==> src/verilog/cfsd_consts.svh <==
// Reset values and pipeline figures for the configuration strap decoder
`ifndef CFSD_CONSTS_SVH
`define CFSD_CONSTS_SVH

// Reset value of a sampled strap or level input
`define CFSD_PIN_RST 1'b0
// Reset value of the sampled active-low chip select (idle high)
`define CFSD_CS_N_RST 1'b1
// Reset value of the host access qualifiers
`define CFSD_ACCESS_RST 1'b0
// Edges from a pin change to the decoded outputs
`define CFSD_LATENCY 2

`endif

==> src/verilog/cfsd_pkg.sv <==
// Types shared by the configuration strap decoder modules
package cfsd_pkg;

    // Operating mode, one-hot
    typedef enum logic [2:0] {
        CFSD_MODE_HW  = 3'h1,
        CFSD_MODE_PAR = 3'h2,
        CFSD_MODE_SER = 3'h4
    } cfsd_mode_t;

    // Line coder selection, one-hot
    typedef enum logic [2:0] {
        CFSD_LC_AMI  = 3'h1,
        CFSD_LC_HDB3 = 3'h2,
        CFSD_LC_B8ZS = 3'h4
    } cfsd_code_t;

    // Jitter attenuator position, one-hot
    typedef enum logic [2:0] {
        CFSD_JIT_TX  = 3'h1,
        CFSD_JIT_RX  = 3'h2,
        CFSD_JIT_OFF = 3'h4
    } cfsd_jit_t;

    // Host bus convention, one-hot
    typedef enum logic [1:0] {
        CFSD_BUS_SPLIT = 2'h1,
        CFSD_BUS_DSRW  = 2'h2
    } cfsd_bus_t;

endpackage

==> src/verilog/cfsd_mode_if.sv <==
// Carrier for the decoded operating mode between decoder and top
`timescale 1ns/100ps
interface cfsd_mode_if;
    import cfsd_pkg::*;
    cfsd_mode_t mode; // Registered operating mode
    logic hw;         // Hardware mode flag
    logic host;       // Either host processor mode

    modport src (output mode, output hw, output host);
    modport dst (input mode, input hw, input host);
endinterface

==> src/verilog/cfsd_mode_dec.sv <==
// Operating-mode decoder for the three-level mode strap
`timescale 1ns/100ps
module cfsd_mode_dec
    import cfsd_pkg::*;
(
    input wire logic ref_clk,
    input wire logic rst_n,
    input wire logic op_mode_high,
    input wire logic op_mode_mid,
    cfsd_mode_if.src mif
);
    cfsd_mode_t mode_reg;  // Current mode
    cfsd_mode_t mode_next; // Next mode

    // Mid level wins: the pad flags mid even when the level reads high
    always_comb begin
        mode_next = CFSD_MODE_HW;
        if (op_mode_mid) begin
            mode_next = CFSD_MODE_SER;
        end else if (op_mode_high) begin
            mode_next = CFSD_MODE_PAR;
        end
    end

    // Reset lands in hardware mode, host port closed
    always_ff @(posedge ref_clk) begin
        if (!rst_n) begin
            mode_reg <= CFSD_MODE_HW;
        end else begin
            mode_reg <= mode_next;
        end
    end

    assign mif.mode = mode_reg;
    assign mif.hw = (mode_reg == CFSD_MODE_HW);
    assign mif.host = (mode_reg != CFSD_MODE_HW);
endmodule

==> src/verilog/cfsd_top.sv <==
// Configuration and mode-select strap decoder, top level
`timescale 1ns/100ps
`include "cfsd_consts.svh"
module cfsd_top
    import cfsd_pkg::*;
(
    input wire logic ref_clk,
    input wire logic rst_n,
    input wire logic op_mode_high,
    input wire logic op_mode_mid,
    input wire logic code_style_pin,
    input wire logic cs_jitter_pin,
    input wire logic cs_jitter_float,
    input wire logic unipolar_mode,
    input wire logic e1_rate,
    input wire logic sw_line_code_bit,
    input wire cfsd_jit_t sw_jitter_pos,
    output cfsd_mode_t mode_out,
    output logic host_port_en,
    output cfsd_code_t line_code,
    output cfsd_bus_t bus_style,
    output cfsd_jit_t jitter_pos,
    output logic host_access_en,
    output logic host_access_start
);
    cfsd_mode_if mif(); // Decoded mode from the strap decoder

    // Sampled pins, aligned with the registered mode
    logic code_pin_reg, code_pin_next;
    logic cs_n_reg, cs_n_next;
    logic jit_float_reg, jit_float_next;
    logic unipolar_reg, unipolar_next;
    logic e1_reg, e1_next;
    logic sw_code_reg, sw_code_next;
    cfsd_jit_t sw_jit_reg, sw_jit_next;
    logic cs_prev_reg, cs_prev_next; // Chip select one sample earlier

    // Decoded outputs
    cfsd_mode_t mode_out_reg, mode_out_next;
    cfsd_code_t line_code_reg, line_code_next;
    cfsd_bus_t bus_style_reg, bus_style_next;
    cfsd_jit_t jitter_pos_reg, jitter_pos_next;
    logic access_en_reg, access_en_next;
    logic access_start_reg, access_start_next;

    // Shared by the pin path and the software path
    function automatic cfsd_code_t code_pick(input logic transparent, input logic e1);
        cfsd_code_t pick;
        pick = CFSD_LC_AMI;
        if (!transparent) begin
            pick = e1 ? CFSD_LC_HDB3 : CFSD_LC_B8ZS;
        end
        return pick;
    endfunction

    // Mode strap decoder
    cfsd_mode_dec u_mode (
        .ref_clk(ref_clk),
        .rst_n(rst_n),
        .op_mode_high(op_mode_high),
        .op_mode_mid(op_mode_mid),
        .mif(mif.src)
    );

    // Input sampling stage; one edge, same as the mode decoder
    always_comb begin
        code_pin_next = code_style_pin;
        cs_n_next = cs_jitter_pin;
        jit_float_next = cs_jitter_float;
        unipolar_next = unipolar_mode;
        e1_next = e1_rate;
        sw_code_next = sw_line_code_bit;
        sw_jit_next = sw_jitter_pos;
        cs_prev_next = cs_n_reg;
    end

    always_ff @(posedge ref_clk) begin
        if (!rst_n) begin
            code_pin_reg <= `CFSD_PIN_RST;
            cs_n_reg <= `CFSD_CS_N_RST;
            jit_float_reg <= `CFSD_PIN_RST;
            unipolar_reg <= `CFSD_PIN_RST;
            e1_reg <= `CFSD_PIN_RST;
            sw_code_reg <= `CFSD_PIN_RST;
            sw_jit_reg <= CFSD_JIT_OFF;
            cs_prev_reg <= `CFSD_CS_N_RST;
        end else begin
            code_pin_reg <= code_pin_next;
            cs_n_reg <= cs_n_next;
            jit_float_reg <= jit_float_next;
            unipolar_reg <= unipolar_next;
            e1_reg <= e1_next;
            sw_code_reg <= sw_code_next;
            sw_jit_reg <= sw_jit_next;
            cs_prev_reg <= cs_prev_next;
        end
    end

    // Decode stage: each shared pin is read under one meaning only
    always_comb begin
        mode_out_next = mif.mode;
        line_code_next = CFSD_LC_AMI;
        bus_style_next = CFSD_BUS_SPLIT;
        // Host default: position from software, the pin means chip select
        jitter_pos_next = sw_jit_reg;
        access_en_next = `CFSD_ACCESS_RST;
        access_start_next = `CFSD_ACCESS_RST;
        case (mif.mode)
            CFSD_MODE_HW: begin
                // Host port closed; pins carry hardware meanings
                // Bipolar data bypasses the coder, so it stays transparent
                if (unipolar_reg) begin
                    line_code_next = code_pick(code_pin_reg, e1_reg);
                end
                // Floating pin has priority over its sampled level
                if (jit_float_reg) begin
                    jitter_pos_next = CFSD_JIT_OFF;
                end else if (cs_n_reg) begin
                    jitter_pos_next = CFSD_JIT_RX;
                end else begin
                    jitter_pos_next = CFSD_JIT_TX;
                end
            end
            CFSD_MODE_PAR, CFSD_MODE_SER: begin
                // Pin now means bus style; coder from software
                line_code_next = code_pick(sw_code_reg, e1_reg);
                bus_style_next = code_pin_reg ? CFSD_BUS_SPLIT : CFSD_BUS_DSRW;
                access_en_next = !cs_n_reg;
                // Only a fresh high-to-low edge opens an access
                access_start_next = cs_prev_reg && !cs_n_reg;
            end
            default: begin
                // Unreachable code: fall back to AMI with host access disabled
                line_code_next = CFSD_LC_AMI;
            end
        endcase
    end

    always_ff @(posedge ref_clk) begin
        if (!rst_n) begin
            mode_out_reg <= CFSD_MODE_HW;
            line_code_reg <= CFSD_LC_AMI;
            bus_style_reg <= CFSD_BUS_SPLIT;
            jitter_pos_reg <= CFSD_JIT_OFF;
            access_en_reg <= `CFSD_ACCESS_RST;
            access_start_reg <= `CFSD_ACCESS_RST;
        end else begin
            mode_out_reg <= mode_out_next;
            line_code_reg <= line_code_next;
            bus_style_reg <= bus_style_next;
            jitter_pos_reg <= jitter_pos_next;
            access_en_reg <= access_en_next;
            access_start_reg <= access_start_next;
        end
    end

    // Outputs straight from flip-flops, except host_port_en, which is decoded from mode_out_reg
    assign mode_out = mode_out_reg;
    assign host_port_en = (mode_out_reg != CFSD_MODE_HW);
    assign line_code = line_code_reg;
    assign bus_style = bus_style_reg;
    assign jitter_pos = jitter_pos_reg;
    assign host_access_en = access_en_reg;
    assign host_access_start = access_start_reg;
endmodule

==> config.mk <==
export PLATFORM = sky130hd
export DESIGN_NAME = cfsd_top
export DESIGN_NICKNAME = d
export VERILOG_FILES = /design/src/verilog/cfsd_pkg.sv /design/src/verilog/cfsd_mode_if.sv /design/src/verilog/cfsd_mode_dec.sv /design/src/verilog/cfsd_top.sv
export VERILOG_INCLUDE_DIRS = /design/src /design/src/verilog
export SDC_FILE = /design/constraint.sdc
export NUM_CORES = 1
export LEC_CHECK = 0
export BUFFER_PORTS_ARGS = -buffer_cell sky130_fd_sc_hd__buf_2
export CORE_MARGIN = 2
export CORE_UTILIZATION = 46
export CTS_CLUSTER_SIZE = 10
export DETAILED_ROUTE_END_ITERATION = 16
export PLACE_DENSITY = 0.74
export SYNTH_ARGS = -nofsm -noshare
export SYNTH_HDL_FRONTEND = slang
export SYNTH_SLANG_ARGS = --single-unit
==> constraint.sdc <==
create_clock -name ref_clk -period 1.6 [get_ports ref_clk]
set_clock_uncertainty 0.1 [all_clocks]
set_input_delay 0.24 -clock ref_clk [delete_from_list [all_inputs] [get_ports ref_clk]]
set_output_delay 0.24 -clock ref_clk [all_outputs]
set_load 0.02 [all_outputs]
Word level (Yosys, flattened, before mapping)
Cells that the tools add are included.
- register bits: 26
- latch bits: 0
- bits in writable memories: 0
- bits in read-only memories: 0
- bits of input ports: 13
- output and inout bits: 14
- logic and storage cells: 37
- memories: 0
- $add $sub $neg: 0
- multiply operators: 0
- div/mod/pow operators: 0
- magnitude comparators: 0
- eq/ne operators: 4
- shifts and indexed selects: 0
- multiplexer cells: 11
- bitwise gates (word level): 1
- reductions and logical operators: 5
- operators with widths (cell ; count):
    two-way mux 3 bit ; 7
    two-way mux 2 bit ; 3
    case mux 3 bit (2 select lines) ; 1
    OR reduction 2 bit ; 2
    == test 3 x 1 -> 1 bit, second input constant ; 1
    == test 3 x 2 -> 1 bit, second input constant ; 1
    == test 3 bit, second input constant ; 1
    != test 3 x 1 -> 1 bit, second input constant ; 1
    AND reduction 2 bit ; 1
    logical AND 1 bit ; 1
    logical NOT 1 bit ; 1
    NOT 1 bit ; 1

Logic depth before layout (Yosys ltp)
Gate-level depths: netlist of run 1.
- depth in word-level cells: 4
- depth in mapped cells: 3
- depth with buffers taken out: 3

By module
Synthesis of run 1 repeated with hierarchy kept, for this count alone.
- cells, all modules: 69
- area, all modules: 828.3 µm²
- by module, submodules not included (module ; times used ; cells each ; area each (µm²) ; sequential area each (µm²)):
    cfsd_top ; 1 ; 61 ; 732.0 ; 460.4
    cfsd_mode_dec ; 1 ; 8 ; 96.3 ; 60.1

Least setup slack after synthesis of run 1
OpenSTA, ideal clock, no wires.
- path kind: register -> output
- start point: register mode_out_reg[0], in the netlist mode_out[0]
- end point: output host_port_en
- data arrival time: 0.950 ns
- required time: 1.260 ns
- setup slack: 0.310 ns
- stages on the path, launching flop included: 2
- buffers on the path: 0
- cell sequence: dfxtp_1 > or3b_2
- word-level cells in the longest chain between the ends: 1
- RTL lines (what ; RTL line ; text):
    start: declaration ; cfsd_top.sv:39 ; cfsd_mode_t mode_out_reg, mode_out_next;
    start signal: assignment ; cfsd_top.sv:148 ; mode_out_reg <= mode_out_next;
    != test 3 x 1 -> 1 bit ; cfsd_top.sv:159 ; assign host_port_en = (mode_out_reg != CFSD_MODE_HW);
    end: declaration ; cfsd_top.sv:19 ; output logic host_port_en,
No other way between the ends.

Final worst setup path of run 1
- start point: register mode_out_reg[1], in the netlist mode_out[1]
- end point: output host_port_en
Same word-level chain as after synthesis.

==> results.txt, run 1 <==
----------------------------------------------------
[Outcome]
  Result of the run ... finished, final reports clean

[Die]
  Initial Utilization ... 0.480
  Number of placement rows ... 15
  Floorplan Core Area ... 1690 um^2
  Die Span Y ... 46.0 um
  Die Wd ... between 40 and 50 um
  IO Pins ... 27
  Area enclosed by the die boundary ... 2110 um^2

[Worst setup path]
  Critical path cell sequence ... or3b_4, buf_6
  Data required time at the worst endpoint ... 1.26 ns
  Critical path arrival ... 1.15 ns
  Worst-path fanout max ... 2
  Type of origin of the critical path ... register
  Delay of the slowest critical-path stage ... 0.38 ns
  Number of buffers and inverters on the critical path ... 1
  CP Capture Type ... output pin
  Cell type group with the largest total delay on the critical path ... simple AND/OR/NAND/NOR gates
  Master of the slowest instance on the critical path ... or3b_4
  Critical path class ... register to output pin

[Synth]
  Count of different cell masters after synthesis ... 22
  YS warnings ... 0
  Largest cells by area after synthesis ... dfxtp_1 64%, and2_1 7.7%, nand2b_1 4.6%, nor3b_2 3.1%, mux2i_1 2.5%
  Top cell type's share of synthesized area ... 0.642
  Library cell occupying the most area in the post-synthesis netlist ... dfxtp_1
  Area of the mapped netlist ... 811 um^2
  Post-synthesis net count ... 82
  Avg Inst Size Synth ... 11.8 um^2
  Synthesized netlist cell count ... 69
  Sequential area share after synthesis ... 0.642
  Flip-flop and latch count after synthesis ... 26

[Placed design]
  PortBufs ... 26
  DP HPWL ... roughly 750 um
  Placed Area ... 962 um^2
  Routability-driven placement congestion ratio ... 0.636

[Drt]
  Via density per instance ... about 4.5
  Via Count ... 523
  DRC ... 0
  Iter 0 DRT Violations ... 4
  Detailed-route wire length ... 1.01 mm
  First drt pass iteration count ... 4
  Number of antenna-violating nets in the routed design ... 0
  Wirelength per Cell ... 8.81 um

[Power and ir drop]
  Standby leakage power ... 0.455 nW
  PwrDens ... between 1000 and 1500 nW/um^2
  Maximum vdd ir drop ... 0.649 mV

[Clock tree]
  Clock latency of the later-clocked register in the worst-skew pair ... 0.30 ns
  Clock tree from TritonCTS ... done
  Sinks on Clock Net ... 26
  Post-CTS setup repair buffer count ... 0
  Clk pin slew, worst setup/hold paths ... roughly 0.12 ns
  CTS Buffer Depth ... 2
  Num CTS Buffers ... 3
  H-Tree Depth ... 1
  Root cell of the clock tree ... clkbuf_4

[STA]
  Fin crit period ... 1.49 ns
  Setup TNS Final ... 0 ns
  FMAX ... 0.673 GHz
  Total of endpoints with negative setup slack in the final report ... 0
  RSZ-0062 raised after global routing ... no
  Worst slew pin tran ... 0.338 ns
  Final Cycle Share ... 0.928
  Max-slew headroom at the worst pin ... 0.772
  Count of final hold-check violations ... 0
  Number of slew-limit violations in the final report ... 0

[Layout]
  Fraction of layout instances using a drive strength above 1 ... 0.388
  Number of antenna cells inserted ... 0
  Finished Cell Area ... around 1000 um^2
  P&R area growth vs syn ... 23.9%
  Net total in the final layout ... 113

[Global route]
  Overflow left after global routing ... 0
  Via count of the first global-routing pass ... between 400 and 500
  Initial antenna violation count ... 0
  Aggregate global-route resource usage ... 0.113
  Pin count of the biggest net entering global routing ... 22
  Wire length of the first global-routing pass ... between 1.5 and 2 mm

[Worst hold path]
  Type of the worst min-delay path ... input pin to register

[Flow run]
  Max capacitance violation total ... 0

----------------------------------------------------
==> worst register-to-register path, stage by stage (launching register included) <==
cell and delay, ns:
dfxtp_1 0.45, nor4b_1 0.34, a211oi_2 0.09, nand2b_1 0.15
==> cell type report <==
type | count | area (um^2)
fill | 155 | 684
inverter | 2 | 7.51
multi-input combinational | 39 | 278
timing repair buffer | 28 | 154
tap | 17 | 21.3
clock buffer | 3 | 22.5
sequential | 26 | 522
==> cells in the final DEF (no fill, tap or decap), types with 2 or more instances in the layout <==
master,synthesis,layout
buf_2,0,25
dfxtp_1,26,25
nand2b_1,6,6
nor3b_2,2,2
mux2i_1,2,2
nor2_1,3,3
and2_1,10,10
nor4b_1,2,2
nand2_1,3,3
clkbuf_4,0,3
==> path summary, 6_finish.rpt <==
path / startpoint / to / slack [ns] / cells after the start
setup / recovery: mode_out[1]$_SDFF_PN0_ / host_port_en / 0.11 / 2
hold / removal: sw_jitter_pos[2] / sw_jit_reg[2]$_SDFF_PN1_ / 0.01 / 2
setup reg to reg: u_mode.mif.mode[2]$_SDFF_PN0_ / line_code[0]$_SDFF_PN1_ / 0.37 / 3
hold reg to reg: e1_reg$_SDFF_PN0_ / line_code[2]$_SDFF_PN0_ / 0.34 / 1
==> cells in the mapped netlist, drive strengths merged <==
cell type  instances
nor4bb             1
xnor2              1
dfxtp             26
nor3b              2
nand3b             1
nor2               3
or3b               1
nand2b             6
nor3               1
inv                2
nor2b              1
clkbuf             2
nor4b              2
a21boi             1
or3                1
a211oi             1
mux2i              2
o21ai              1
and2              11
nand2              3
==> layer usage <==
| metal | routed length (um) | up-vias | GRT usage |
|---|---|---|---|
| met1 | 440 | 224 | 0.126 |
| li1 | - | 281 | - |
| met2 | 500 | 16 | 0.178 |
| met5 | 0 | - | 0 |
| met3 | 54 | 2 | 0.0357 |
| met4 | 17 | 0 | 0.0857 |
==> power by group <==
group	switching [mW]	internal, mW
Combinational	0.0506	0.0562
Clock	0.157	0.0876
Sequential	0.0137	0.677
Total	0.221	0.821
==> kinds of logic (layout without fill, tap and decap cells) <==
group,after synthesis,in the layout,synth area share
flip-flops,26,26,0.642
AO/OA/AOI/OAI,3,3,0.0309
AND/OR/NAND/NOR,33,33,0.273
multiplexers,2,2,0.0247
XOR/XNOR,1,1,0.0108
buffers and inverters,4,33,0.0185
==> metrics by stage <==
step,hold WS [ns],cells,total power [mW],setup slack [ns],util
after CTS,0.000964,115,1.05,0.0170,0.589
after detailed placement,0.317,111,0.808,0.366,0.570
after global placement,0.310,111,0.806,0.374,0.570
after global routing,0.00567,115,1.09,0.0656,0.595
after floorplan,0.212,69,0.771,0.310,-
final,0.00958,115,1.04,0.115,0.595
==> timing repair <==
action	CTS	global route
hold endpoints to repair	1	0
hold buffers	1	0
setup endpoints to repair	0	1
resized for setup	0	4
(Power assumes the default switching activity.)
==> inputs of run 2 (changes only) <==
- CORE_MARGIN: 2 -> not set
- GPL_TIMING_DRIVEN: not set -> 0
==> run 2 against run 1 <==
Register-to-register slack lost 0.02 ns; maximum frequency shrank 0.86%; wire length grew 8.5%; critical path type unchanged; critical endpoint unchanged; largest cell class unchanged.
==> results.txt, run 2 (synthesis gave the netlist of run 1 again) <==
----------------------------------------------------
[STA]
  Number of slew-limit violations in the final report ... 0
  Fin crit period ... roughly 1.5 ns
  FMAX ... 0.668 GHz
  RSZ-0062 raised after global routing ... no
  Setup TNS Final ... 0 ns
  Count of final hold-check violations ... 0
  Total of endpoints with negative setup slack in the final report ... 0
  Worst slew pin tran ... 0.374 ns
  Final Cycle Share ... 0.936
  Max-slew headroom at the worst pin ... 0.750

[Die]
  Number of placement rows ... 14
  Die Span Y ... about 44 um
  IO Pins ... 27
  Die Wd ... 44.0 um
  Area enclosed by the die boundary ... between 1500 and 2000 um^2
  Initial Utilization ... 0.514
  Floorplan Core Area ... 1580 um^2

[Layout]
  Net total in the final layout ... around 120
  P&R area growth vs syn ... 25.2%
  Number of antenna cells inserted ... 0
  Share of the core filled with cells in the final layout ... 0.644
  Top library cells by usage in the layout, fill and taps aside ... 25 x buf_2, 24 x dfxtp_1, 10 x and2_1
  Fraction of layout instances using a drive strength above 1 ... 0.380
  Layout Cells excl Fill ... 116
  Most common cell after layout, fill and taps aside ... buf_2

[Global route]
  Aggregate global-route resource usage ... 0.122
  Initial antenna violation count ... 0
  Wire length of the first global-routing pass ... 1.67 mm
  Pin count of the biggest net entering global routing ... 14
  Via count of the first global-routing pass ... 423
  Overflow left after global routing ... 0

[Placed design]
  Routability-driven placement congestion ratio ... 0.673
  PortBufs ... 26
  Placed Cells incl. Taps ... 111
  DP HPWL ... 787 um

[Clock tree]
  Clk pin slew, worst setup/hold paths ... 0.12 ns
  Post-CTS setup repair buffer count ... 0
  Sinks on Clock Net ... 26
  Root cell of the clock tree ... clkbuf_4
  Clock latency of the later-clocked register in the worst-skew pair ... roughly 0.3 ns
  H-Tree Depth ... 1
  Clock tree from TritonCTS ... done
  CTS Buffer Depth ... 2
  Num CTS Buffers ... 3

[Worst setup path]
  Critical path arrival ... 1.16 ns
  Type of origin of the critical path ... register
  Worst-path fanout max ... 2
  Critical path cell sequence ... or3b_4, buf_6
  Master of the slowest instance on the critical path ... or3b_4
  Delay of the slowest critical-path stage ... 0.38 ns
  CP Capture Type ... output pin
  Data required time at the worst endpoint ... 1.26 ns
  Critical path class ... register to output pin

[Flow run]
  Max capacitance violation total ... 0

[Drt]
  Wirelength per Cell ... 9.47 um
  Detailed-route wire length ... between 1 and 1.5 mm
  Iter 0 DRT Violations ... 7
  Via density per instance ... 4.73
  Via Count ... 549
  First drt pass iteration count ... 6
  Number of antenna-violating nets in the routed design ... 0
  DRC ... 0

[Power and ir drop]
  PwrDens ... 1040 nW/um^2
  Maximum vdd ir drop ... 0.647 mV
  Standby leakage power ... 0.456 nW

[Outcome]
  Result of the run ... finished, final reports clean

[Worst hold path]
  Type of the worst min-delay path ... input pin to register

----------------------------------------------------
==> run 2: cell count changes in the layout (fill, tap and decap cells not counted), sizes merged <==
cell	delta
dlygate4sd3	+1
clkbuf	+2
buf	-1
==> run 2: repair_timing <==
item	in CTS	in global routing
endpoints found under the setup margin	0	1
gates resized for setup	0	5
hold buffers	1	1
endpoints found under the hold margin	1	1
==> run 2: power breakdown <==
group          switching (mW)  internal [mW]
combinational          0.0525         0.0571
clock                   0.163         0.0876
sequential             0.0145          0.677
total                   0.230          0.822
==> run 2: worst paths after layout <==
path | slack [ns] | from | depth (start not counted) | endpoint
worst min-delay path | 0.02 | sw_jitter_pos[2] | 2 | sw_jit_reg[2]$_SDFF_PN1_
worst max-delay path | 0.10 | mode_out[1]$_SDFF_PN0_ | 2 | host_port_en
worst min register to register | 0.34 | e1_reg$_SDFF_PN0_ | 1 | line_code[2]$_SDFF_PN0_
worst max register to register | 0.35 | u_mode.mif.mode[1]$_SDFF_PP0_ | 3 | line_code[0]$_SDFF_PN1_
==> run 2: stage by stage <==
stage               area (um^2)  total power [mW]  setup slack, ns  hold slack [ns]
global placement            961             0.806            0.369            0.309
detailed placement          961             0.808            0.364            0.316
finish                     1010              1.05            0.102           0.0185
global route               1010              1.11           0.0576          0.00424
CTS                         993              1.05           0.0163           0.0146
floorplan                   811             0.771            0.310            0.212
==> run 2: cell type report <==
class,instances,area [um^2]
tap,16,20.0
inverter,2,7.51
clock buffer,3,22.5
timing repair buffer,28,156
buffer,2,7.51
multi-input combinational,39,278
sequential,26,523
fill,127,562
==> run 2: metal layers <==
metal	track usage	wire, um	share of wire
met5	0	0	0
met4	0.0909	13	0.012
met3	0.0375	47	0.043
met2	0.182	576	0.52
met1	0.147	462	0.42
==> run 2: critical path, delay by kind of cell, from the launching register on <==
family,cells,cell delay [ns]
and+or+nand+nor,1,0.38
buffers and inverters,1,0.14
DFF,1,0.34
